**src/logic/wwd_defs.svh**
```systemverilog
// Constants for the window watchdog activation and window control block.
// Assumes a single 200 MHz clock and synchronous comparator inputs.
//
// What this block does
// - Undervoltage returns watchdog to initial status
// - Voltage recovery enters power-on reset status
// - Current at activation threshold starts monitoring
// - Current at deactivation threshold stops monitoring
// - Hysteresis keeps monitoring off below activation
// - Enable low disables detection and activation
// - Enable low deactivates watchdog once any running fault time ends
// - Enable high allows current-based activation
// - Enable input reads low when unconnected
// - Monitoring needs enable, current and voltage
// - Trigger rising edge is a trigger event
// - Trigger input reads low when floating
// - Triggers accepted only while monitoring, fault high
// - Combined output is supervisor AND fault
// - Open trigger closes window; closed reopens
// - Missing trigger timeout causes fault
// - Early second trigger causes fault
// - Fault low holds full time, then open
`ifndef WWD_DEFS_SVH
`define WWD_DEFS_SVH

// Time base tick period in ns and derived clock count
`define WWD_TICK_NS        1000
`define WWD_CLK_NS         5
`define WWD_TICK_CYCLES    (`WWD_TICK_NS / `WWD_CLK_NS)

// Window durations in ticks
`define WWD_TRIGGER_TICKS  100
`define WWD_DP_TICKS       20
`define WWD_FAULT_TICKS    50
`define WWD_POR_TICKS      10

`endif

```
**src/logic/wwd_pkg.sv**
```systemverilog
// Types for the window watchdog block.
// Assumes nothing beyond a SystemVerilog compiler.
`default_nettype none
package wwd_pkg;
  typedef enum logic [2:0] {
    WWD_IDLE,
    WWD_POR,
    WWD_OPEN,
    WWD_CLOSED,
    WWD_FAULT
  } wwd_state_e;
endpackage
`default_nettype wire

```
**src/logic/wwd_tick_if.sv**
```systemverilog
// Interface carrying the time base tick between block modules.
// Assumes one clock domain.
`default_nettype none
interface wwd_tick_if;
  logic run;
  logic tick;
  modport src (input run, output tick);
  modport dst (output run, input tick);
endinterface
`default_nettype wire

```
**src/logic/wwd_timebase.sv**
```systemverilog
// Periodic tick standing in for the capacitor charge/discharge time base.
// Assumes the single block clock.
`include "wwd_defs.svh"
`default_nettype none
module wwd_timebase #(
  parameter int TICK_CYCLES = `WWD_TICK_CYCLES
) (
  // Clock and reset
  input  wire logic clock,
  input  wire logic reset_n,
  // Tick link
  wwd_tick_if.src   tb
);
  localparam int CW = $clog2(TICK_CYCLES + 1);
  logic [CW-1:0] count;
  wire           wrap = (count == CW'(TICK_CYCLES - 1));

  // Count while running, clear when stopped
  always_ff @(posedge clock or negedge reset_n) begin
    if (!reset_n) begin
      count   <= '0;
      tb.tick <= 1'b0;
    end else begin
      count   <= (!tb.run || wrap) ? '0 : count + CW'(1);
      tb.tick <= tb.run && wrap;
    end
  end
endmodule
`default_nettype wire

```
**src/logic/wwd_core.sv**
```systemverilog
// Window watchdog activation control and window state machine.
// Assumes all inputs synchronous to clock; pull-downs are pad cells.
`include "wwd_defs.svh"
`default_nettype none
module wwd_core #(
  parameter int TRIGGER_TICKS = `WWD_TRIGGER_TICKS,
  parameter int DP_TICKS      = `WWD_DP_TICKS,
  parameter int FAULT_TICKS   = `WWD_FAULT_TICKS,
  parameter int POR_TICKS     = `WWD_POR_TICKS,
  parameter int TICK_CYCLES   = `WWD_TICK_CYCLES
) (
  // Clock and reset
  input  wire logic clock,
  input  wire logic reset_n,
  // Comparator and pin inputs
  input  wire logic voltage_above_release,
  input  wire logic voltage_below_detect,
  input  wire logic current_above_activate,
  input  wire logic current_below_deactivate,
  input  wire logic watchdog_enable,
  input  wire logic trigger_in,
  input  wire logic supervisor_reset_out_n,
  // Outputs
  output logic      fault_out_n,
  output logic      combined_fault_reset_out_n,
  output logic      monitoring_active,
  output logic      voltage_ok,
  output logic      trigger_seen
);
  ////////////////////////////////////////////////////////////////////////
  localparam int TW = 16;
  wwd_pkg::wwd_state_e state;
  wwd_pkg::wwd_state_e next_state;
  logic [TW-1:0] ticks;
  logic [TW-1:0] next_ticks;
  logic s_rel, s_det, s_act, s_deact, s_en, s_trig, trig_d;
  logic current_on;

  wwd_tick_if tb ();
  wwd_timebase #(.TICK_CYCLES(TICK_CYCLES)) u_tb (
    .clock   (clock),
    .reset_n (reset_n),
    .tb      (tb)
  );

  ////////////////////////////////////////////////////////////////////////
  // Input sampling stage
  always_ff @(posedge clock or negedge reset_n) begin
    if (!reset_n) begin
      s_rel   <= 1'b0;
      s_det   <= 1'b1;
      s_act   <= 1'b0;
      s_deact <= 1'b1;
      s_en    <= 1'b0;
      s_trig  <= 1'b0;
      trig_d  <= 1'b0;
    end else begin
      s_rel   <= voltage_above_release;
      s_det   <= voltage_below_detect;
      s_act   <= current_above_activate;
      s_deact <= current_below_deactivate;
      s_en    <= watchdog_enable;
      s_trig  <= trigger_in;
      trig_d  <= s_trig;
    end
  end

  ////////////////////////////////////////////////////////////////////////
  // Voltage status with hysteresis between detect and release
  always_ff @(posedge clock or negedge reset_n) begin
    if (!reset_n) begin
      voltage_ok <= 1'b0;
    end else if (s_det) begin
      voltage_ok <= 1'b0;
    end else if (s_rel) begin
      voltage_ok <= 1'b1;
    end
  end

  // Current detection latch, held off while disabled
  always_ff @(posedge clock or negedge reset_n) begin
    if (!reset_n) begin
      current_on <= 1'b0;
    end else if (!s_en) begin
      current_on <= 1'b0;
    end else if (s_act) begin
      current_on <= 1'b1;
    end else if (s_deact) begin
      current_on <= 1'b0;
    end
    // Otherwise hold: stays off until activation level
  end

  ////////////////////////////////////////////////////////////////////////
  // Decoded conditions
  wire mon_req   = s_en && current_on && voltage_ok;
  wire trig_edge = s_trig && !trig_d;
  wire in_win    = (state == wwd_pkg::WWD_OPEN) ||
                   (state == wwd_pkg::WWD_CLOSED);
  wire trig_ok   = trig_edge && in_win && mon_req && fault_out_n;
  wire tick      = tb.tick;
  wire [TW-1:0] ticks_inc = ticks + TW'(1);

  assign tb.run = (state != wwd_pkg::WWD_IDLE);

  ////////////////////////////////////////////////////////////////////////
  // Window state machine
  always_comb begin
    next_state = state;
    next_ticks = tick ? ticks_inc : ticks;
    case (state)
      wwd_pkg::WWD_IDLE: begin
        next_ticks = '0;
        if (voltage_ok) begin
          next_state = wwd_pkg::WWD_POR;
        end
      end
      wwd_pkg::WWD_POR: begin
        if (!mon_req) begin
          next_ticks = '0;
        end else if (tick && ticks_inc >= TW'(POR_TICKS)) begin
          next_state = wwd_pkg::WWD_OPEN;
          next_ticks = '0;
        end
      end
      wwd_pkg::WWD_OPEN: begin
        if (!mon_req) begin
          next_state = wwd_pkg::WWD_POR;
          next_ticks = '0;
        end else if (trig_ok) begin
          next_state = wwd_pkg::WWD_CLOSED;
          next_ticks = '0;
        end else if (tick && ticks_inc >= TW'(TRIGGER_TICKS)) begin
          next_state = wwd_pkg::WWD_FAULT;
          next_ticks = '0;
        end
      end
      wwd_pkg::WWD_CLOSED: begin
        if (!mon_req) begin
          next_state = wwd_pkg::WWD_POR;
          next_ticks = '0;
        end else if (trig_ok) begin
          next_state = wwd_pkg::WWD_FAULT;
          next_ticks = '0;
        end else if (tick && ticks_inc >= TW'(DP_TICKS)) begin
          next_state = wwd_pkg::WWD_OPEN;
          next_ticks = '0;
        end
      end
      wwd_pkg::WWD_FAULT: begin
        if (tick && ticks_inc >= TW'(FAULT_TICKS)) begin
          next_state = wwd_pkg::WWD_OPEN;
          next_ticks = '0;
        end
      end
      default: begin
        next_state = wwd_pkg::WWD_IDLE;
        next_ticks = '0;
      end
    endcase
    // Undervoltage overrides everything
    if (!voltage_ok) begin
      next_state = wwd_pkg::WWD_IDLE;
      next_ticks = '0;
    end
  end

  // State register
  always_ff @(posedge clock or negedge reset_n) begin
    if (!reset_n) begin
      state <= wwd_pkg::WWD_IDLE;
      ticks <= '0;
    end else begin
      state <= next_state;
      ticks <= next_ticks;
    end
  end

  ////////////////////////////////////////////////////////////////////////
  // Registered outputs
  always_ff @(posedge clock or negedge reset_n) begin
    if (!reset_n) begin
      fault_out_n                <= 1'b1;
      combined_fault_reset_out_n <= 1'b0;
      monitoring_active          <= 1'b0;
      trigger_seen               <= 1'b0;
    end else begin
      fault_out_n <= (next_state != wwd_pkg::WWD_FAULT);
      combined_fault_reset_out_n <= supervisor_reset_out_n &&
        (next_state != wwd_pkg::WWD_FAULT);
      monitoring_active <= mon_req;
      trigger_seen      <= trig_ok;
    end
  end
endmodule
`default_nettype wire

```
**config.mk**
```make
export PLATFORM = sky130hd
export DESIGN_NAME = wwd_core
export DESIGN_NICKNAME = d
export VERILOG_FILES = /design/src/logic/wwd_pkg.sv /design/src/logic/wwd_tick_if.sv /design/src/logic/wwd_timebase.sv /design/src/logic/wwd_core.sv
export VERILOG_INCLUDE_DIRS = /design/src /design/src/logic
export SDC_FILE = /design/constraint.sdc
export NUM_CORES = 1
export LEC_CHECK = 0
export BUFFER_PORTS_ARGS = -buffer_cell sky130_fd_sc_hd__buf_4
export CORE_AREA = 2 2 87 89
export DETAILED_ROUTE_END_ITERATION = 6
export DIE_AREA = 0 0 89 91
export GPL_TIMING_DRIVEN = 0
export PLACE_DENSITY_LB_ADDON = 0.15
export SLEW_MARGIN = 20
export SYNTH_ARGS = -nofsm -noshare
export SYNTH_HDL_FRONTEND = slang
export SYNTH_SLANG_ARGS = --single-unit
```
**constraint.sdc**
```tcl
create_clock -name clock -period 3.4 [get_ports clock]
set_clock_uncertainty 0.2 [all_clocks]
set_input_delay 0.34 -clock clock [delete_from_list [all_inputs] [get_ports clock]]
set_output_delay 0.34 -clock clock [all_outputs]
set_load 0.005 [all_outputs]
```
* After elaboration in Yosys (flattened, before gate mapping)
Index checks and enable logic that the tools add are counted.
Word-level totals: bits of input ports 9, register bits after elaboration 41, output and inout bits 5, word-level logic and storage cells 78
Cells by class: multiplexer cells 29, equality and inequality tests 7, $lt $le $gt $ge 4, reductions and logical operators 19, $add $sub $neg 2
Operators by type and width (number):
- 16-bit 2-to-1 mux | 11
- 16-bit one-hot mux with 4 select lines | 1
- 3-bit 2-to-1 mux | 10
- 16-bit by 1-bit adder with 16-bit output (second input constant) | 1
- 16-bit by 4-bit >= comparator with 1-bit output (second input constant) | 1
- 16-bit by 5-bit >= comparator with 1-bit output (second input constant) | 1
- 16-bit by 6-bit >= comparator with 1-bit output (second input constant) | 1
- 16-bit by 7-bit >= comparator with 1-bit output (second input constant) | 1
- 3-bit one-hot mux with 5 select lines | 1
- 1-bit logical AND | 12
- 8-bit by 1-bit adder with 8-bit output (second input constant) | 1
- 8-bit equality test (second input constant) | 1
- 8-bit 2-to-1 mux | 1
- 3-bit by 2-bit equality test with 1-bit output (second input constant) | 2
- 3-bit inequality test (second input constant) | 2
- 1-bit 2-to-1 mux | 5
- 3-bit by 1-bit equality test with 1-bit output (second input constant) | 1
- 3-bit equality test (second input constant) | 1
- 3-bit zero test | 1
- 3-bit nonzero test | 1
- 1-bit zero test | 2
- 1-bit logical OR | 2
- 2-bit nonzero test | 1

* Longest topological paths before layout
depth in word-level cells 11, gate-level depth with buffers 11, gate-level depth less buffers 9

* Modules after synthesis
Synthesis repeated with hierarchy kept, for this count alone.
Second synthesis, totals: cells, all modules 278, area total of the unflattened synthesis 2576.2 sq um
By module, submodules not included:
- wwd_core | times used 1, cells each 238, seq. area each 804.5 sq um, area each 2143.3 sq um
- wwd_timebase | times used 1, cells each 40, seq. area each 225.2 sq um, area each 432.9 sq um

* Worst setup path after synthesis
No wires, ideal clock.
path type register -> register, start reg ticks[0], end reg state[0], required time 3104 ps, buffers on the path 0, setup time 96 ps, data arrival time 2210 ps, setup slack 894 ps, period minus slack after synthesis 2506 ps, cell stages (with the launch flop) 8, path through dfrtp_1 -> ha_1 -> and3_1 -> a211o_1 -> a211oi_2 -> nand4_1 -> or4_1 -> a311oi_2
On the way: word-level cells in the longest chain between the ends 8, elaborated cells between the ends (all ways) 20, classes of those cells 1 x add/sub; 4 x order compare; 11 x mux; 4 x reduce/logical
RTL lines:
- from (decl) | line wwd_core.sv:34 | logic [TW-1:0] ticks;
- from (signal assigned) | line wwd_core.sv:175 | ticks <= next_ticks;
- 16-bit by 1-bit adder with 16-bit output (*) | line wwd_core.sv:102 | wire [TW-1:0] ticks_inc = ticks + TW'(1);
- 16-bit by 5-bit >= comparator with 1-bit output or 16-bit by 7-bit >= comparator with 1-bit output (tied branches) | line wwd_core.sv:145, wwd_core.sv:133
- 1-bit logical AND (on tied branches) | line wwd_core.sv:145, wwd_core.sv:133
- 3-bit 2-to-1 mux (on tied branches) | line wwd_core.sv:145, wwd_core.sv:133
- 3-bit 2-to-1 mux (on tied branches) | line wwd_core.sv:142, wwd_core.sv:130
- 3-bit 2-to-1 mux (on tied branches) | line wwd_core.sv:139, wwd_core.sv:127
- 3-bit one-hot mux with 5 select lines (*) | line wwd_core.sv:111 | case (state)
- 3-bit 2-to-1 mux (*) | line wwd_core.sv:162 | if (!voltage_ok) begin
- named net next_state[0] | line wwd_core.sv:33 | wwd_pkg::wwd_state_e next_state;
- to (signal assigned) | line wwd_core.sv:171 | state <= wwd_pkg::WWD_IDLE;
- to (signal assigned) | line wwd_core.sv:174 | state <= next_state;
- to (decl) | line wwd_core.sv:32 | wwd_pkg::wwd_state_e state;
Mark *: on every way through the listed nets, which the timed path passes. The rest lies on a longest branch. A chain may end at the register's enable or synchronous reset.

* Final worst setup path
start reg ticks[0], end reg ticks[5]
On the way: word-level cells in the longest chain between the ends 8, elaborated cells between the ends (all ways) 21, classes of those cells 1 x add/sub; 4 x order compare; 12 x mux; 4 x reduce/logical
RTL lines:
- 16-bit by 1-bit adder with 16-bit output (*) | line wwd_core.sv:102
- 16-bit by 5-bit >= comparator with 1-bit output or 16-bit by 7-bit >= comparator with 1-bit output (tied branches) | line wwd_core.sv:145, wwd_core.sv:133
- 1-bit logical AND (on tied branches) | line wwd_core.sv:145, wwd_core.sv:133
- 16-bit 2-to-1 mux (on tied branches) | line wwd_core.sv:145, wwd_core.sv:133
- 16-bit 2-to-1 mux (on tied branches) | line wwd_core.sv:142, wwd_core.sv:130
- 16-bit 2-to-1 mux (on tied branches) | line wwd_core.sv:139, wwd_core.sv:127
- 16-bit one-hot mux with 4 select lines (*) | line wwd_core.sv:111
- 16-bit 2-to-1 mux (*) | line wwd_core.sv:162
- named net next_ticks[5] | line wwd_core.sv:35 | logic [TW-1:0] next_ticks;
Marked as above.

==> results.json <==
{
  "run_status": "finished clean",
  "reg_top3": "ticks (16), u_tb.count (8), state (3)",
  "clk_root_buffer_cell": "sky130_fd_sc_hd__clkbuf_8",
  "slew_viol_final": 0,
  "timing.critical_path.to_type": "flop",
  "routabilityCongestion": 0.848,
  "path_max_fanout": 10,
  "fraction_of_layout_instances_using_a_drive_strength_above_1_pct": 14.9,
  "chipHeight_um": 91,
  "worst_skew_pair_later_pin_latency_ns": 0.30,
  "tritoncts_clock_tree": "built",
  "die_w_um": 89,
  "ys_warn_count": 0,
  "cap_violations": 0,
  "crit_slowest_cell": "sky130_fd_sc_hd__nor3_2",
  "top_register": "ticks",
  "irDropWorstVdd_uv": 172,
  "htree_num_levels": 2,
  "synth_nets": 273,
  "postSynth.asyncResetShare_pct": 100,
  "number_of_antenna_violations_at_the_first_check_in_global_routing": 0,
  "ctsResizeCount": 0,
  "clock_path_buffers": 2,
  "numCtsBuffers": 5,
  "worst_setup_path_start_kind": "flop",
  "synth_edf_count": 0,
  "starting_utilization_of_the_core_area_pct": 33.8,
  "drc": 0,
  "worst_slew_pin_slew_ns": 0.637,
  "grt_use_total_pct": 14.4,
  "post-route-min-period_ns": 2.93,
  "worst_hold_path_ep": "combined_fault_reset_out_n$_DFF_PN0_",
  "cp_slowest_stage_delay_ns": 0.59,
  "mappedNetlistArea_um2": 2410,
  "path_cells": "ha_1, buf_2, nor3_1, o2bb2ai_1, a311o_1, o2111ai_1, o22ai_1, nor3_2, buf_6, nor2_1",
  "hpwl_reported_at_the_end_of_detailed_placement_um": 3800,
  "first_iter_violations": 69,
  "core_box_area_um2": 7140,
  "final-setup-viol-count": 0,
  "clock-sinks": 41,
  "num_antenna_cells": 0,
  "pwr_density_cell_nw_per_um2": 361,
  "path_class": "reg -> reg",
  "yosysUniqueCellTypes": 55,
  "multi_input_comb_area_um2": 1270,
  "route.vias.total": 2015,
  "placed_cells_incl_taps": 373,
  "synthesis.instances": 261,
  "fmax_mhz": 341,
  "final_power_mw": 1.03,
  "antenna_violating_nets_post_route": 0,
  "area_growth_pct": 17.8,
  "holdCritStartpoint": "supervisor_reset_out_n",
  "min_path_type": "in -> reg",
  "design.die.area_um2": 8100,
  "rsz0062_at_grt": "no",
  "worstReg2RegEnd": "ticks[5]$_DFF_PN0_",
  "drt_wl_total_um": 5320,
  "timing_hold_violations_final": 0,
  "reg2reg_setup_slack_ns": 0.47,
  "number_of_global_route_vias_before_repair": 1907,
  "timing.hold.worst_path_depth": 3,
  "fp-row-count": 31,
  "power.static_leakage_nw": 1.21,
  "fillers": 746,
  "largest_register_ffs": 16,
  "r2r.worst_path.cells": 10,
  "num_io_pins": 14,
  "final_cells": 388,
  "postLayoutCellArea_um2": 2840,
  "synth_seq_cells": 41,
  "synth_ff_type": "sky130_fd_sc_hd__dfrtp_1",
  "holdWs_ns": 0.0594,
  "critPathRequiredTime_ns": 3.38,
  "maximum_number_of_pins_on_one_net_before_global_route_repair": 42,
  "firstDrtPassIters": 4,
  "grt_overflow_total": 0,
  "post_synth.cell_area_avg_um2": 9.25,
  "placed_cell_area_um2": 2640,
  "tns_ns": 0,
  "rr_startpoint": "ticks[0]$_DFF_PN0_",
  "route.detailed.wl_per_inst_um": 13.7,
  "finalCritPeriodShare_pct": 86.3,
  "slew_headroom_pct": 57.3,
  "synth_sequential_area_ratio_pct": 42.6,
  "buffer_ports.inserted": 13,
  "fin_nets": 300,
  "cp.arrival_ns": 2.92,
  "area.sequential_um2": 1030,
  "global_route_wire_length_before_repair_um": 9260,
  "routed_via_density": 5.19,
  "worst_setup_hold_path_clk_slew_ns": 0.08
}
## synth_stat cells (2+ instances only)
cell type	instances	area share, %
sky130_fd_sc_hd__nand2_1	13	2.0
sky130_fd_sc_hd__xnor2_1	9	3.3
sky130_fd_sc_hd__ha_1	3	1.6
sky130_fd_sc_hd__a311oi_1	3	1.1
sky130_fd_sc_hd__o221ai_1	2	0.73
sky130_fd_sc_hd__nor2b_1	2	0.52
sky130_fd_sc_hd__and3_1	8	2.1
sky130_fd_sc_hd__nand3b_1	3	0.93
sky130_fd_sc_hd__or4_1	5	1.6
sky130_fd_sc_hd__buf_4	3	0.93
sky130_fd_sc_hd__or2_2	3	0.78
sky130_fd_sc_hd__clkbuf_1	5	0.78
sky130_fd_sc_hd__nor2_1	34	5.3
sky130_fd_sc_hd__dfrtp_1	38	39
sky130_fd_sc_hd__a21o_1	3	0.93
sky130_fd_sc_hd__nand4_1	13	3.4
sky130_fd_sc_hd__or3_1	2	0.52
sky130_fd_sc_hd__nand3_1	16	3.3
sky130_fd_sc_hd__a211oi_1	5	1.6
sky130_fd_sc_hd__o21ai_0	6	1.2
sky130_fd_sc_hd__inv_1	8	1.2
sky130_fd_sc_hd__dfstp_2	3	3.3
sky130_fd_sc_hd__nand2b_1	3	0.78
sky130_fd_sc_hd__nor3_1	6	1.2
sky130_fd_sc_hd__and4_1	3	1.1
sky130_fd_sc_hd__o2111ai_1	4	1.5
sky130_fd_sc_hd__a21oi_1	6	1.2
sky130_fd_sc_hd__buf_2	6	1.2
sky130_fd_sc_hd__xor2_1	18	6.5
sky130_fd_sc_hd__and2_1	2	0.52
sky130_fd_sc_hd__nand4b_1	2	0.73
## final cells by class
type | count | share of cell area, %
Buffer | 16 | 3.04
Clock buffer | 5 | 2.42
Clock inverter | 3 | 2.42
Inverter | 8 | 1.06
Multi-Input combinational cell | 196 | 44.6
Sequential cell | 41 | 36.2
Tap cell | 99 | 4.36
Timing Repair Buffer | 20 | 5.90
## stage by stage
stage	util, %	setup slack [ns]
after floorplan	-	0.894
final	39.8	0.467
after CTS	39.8	0.445
after detailed placement	36.9	0.459
after global placement	36.9	0.497
after global routing	39.8	0.283
## power by group
part	internal, mW	switching, mW
Combinational	0.0201	0.0243
Sequential	0.497	0.00507
Clock	0.296	0.185
## worst max-delay path, delay by kind of cell, from the launching register on
kind            cells  cell delay, ns
compound gates      4            0.80
simple gates        3            0.74
buf+inv             2            0.45
fa+ha+maj           1            0.23
flops               1            0.39
## layer usage
layer / global-route usage, % / vias to the layer above / part of all wire, %
met2: 21.3 / 51 / 45
li1: - / 1001 / -
met4: 3.73 / 0 / 1.0
met3: 2.82 / 6 / 4.2
met1: 21.5 / 957 / 49
met5: 0 / - / 0
## kinds of logic (layout without fill, tap and decap cells)
logic type / Yosys count / in the layout / synth area share (%)
buffers and inverters: 24 / 52 / 4.82
multiplexers: 1 / 1 / 0.415
AO/OA/AOI/OAI: 43 / 43 / 13.5
AND/OR/NAND/NOR: 122 / 122 / 27.3
adder cells (fa/ha/maj): 3 / 3 / 1.55
XOR/XNOR: 27 / 27 / 9.79
flip-flops: 41 / 41 / 42.6
## placed cells by master (no fill, tap or decap), types with 6 or more instances in the layout
cell type                       instances
sky130_fd_sc_hd__dfrtp_1               38
sky130_fd_sc_hd__nor2_1                34
sky130_fd_sc_hd__xor2_1                18
sky130_fd_sc_hd__nand3_1               16
sky130_fd_sc_hd__buf_4                 16
sky130_fd_sc_hd__nand4_1               13
sky130_fd_sc_hd__nand2_1               13
sky130_fd_sc_hd__xnor2_1                9
sky130_fd_sc_hd__and3_1                 8
sky130_fd_sc_hd__inv_1                  8
sky130_fd_sc_hd__dlygate4sd3_1          7
sky130_fd_sc_hd__nor3_1                 6
sky130_fd_sc_hd__buf_2                  6
sky130_fd_sc_hd__a21oi_1                6
sky130_fd_sc_hd__o21ai_0                6
## repair_timing
action,CTS,global route
buffers inserted,0,0
hold buffers,7,0
endpoints found under the setup margin,0,0
endpoints found under the hold margin,44,0
## worst max-delay path by stage
stage	cells after the start	endpoint	slack [ns]	from
finish	10	ticks[5]$_DFF_PN0_	0.47	ticks[0]$_DFF_PN0_
global route	10	ticks[5]$_DFF_PN0_	0.28	ticks[0]$_DFF_PN0_
CTS	10	ticks[5]$_DFF_PN0_	0.45	ticks[1]$_DFF_PN0_
detailed placement	10	ticks[5]$_DFF_PN0_	0.46	ticks[1]$_DFF_PN0_
global placement	10	ticks[14]$_DFF_PN0_	0.50	ticks[0]$_DFF_PN0_
floorplan	7	state[0]$_DFF_PN0_	0.89	ticks[0]$_DFF_PN0_
Note: power is estimated with default switching activity, not from simulation.
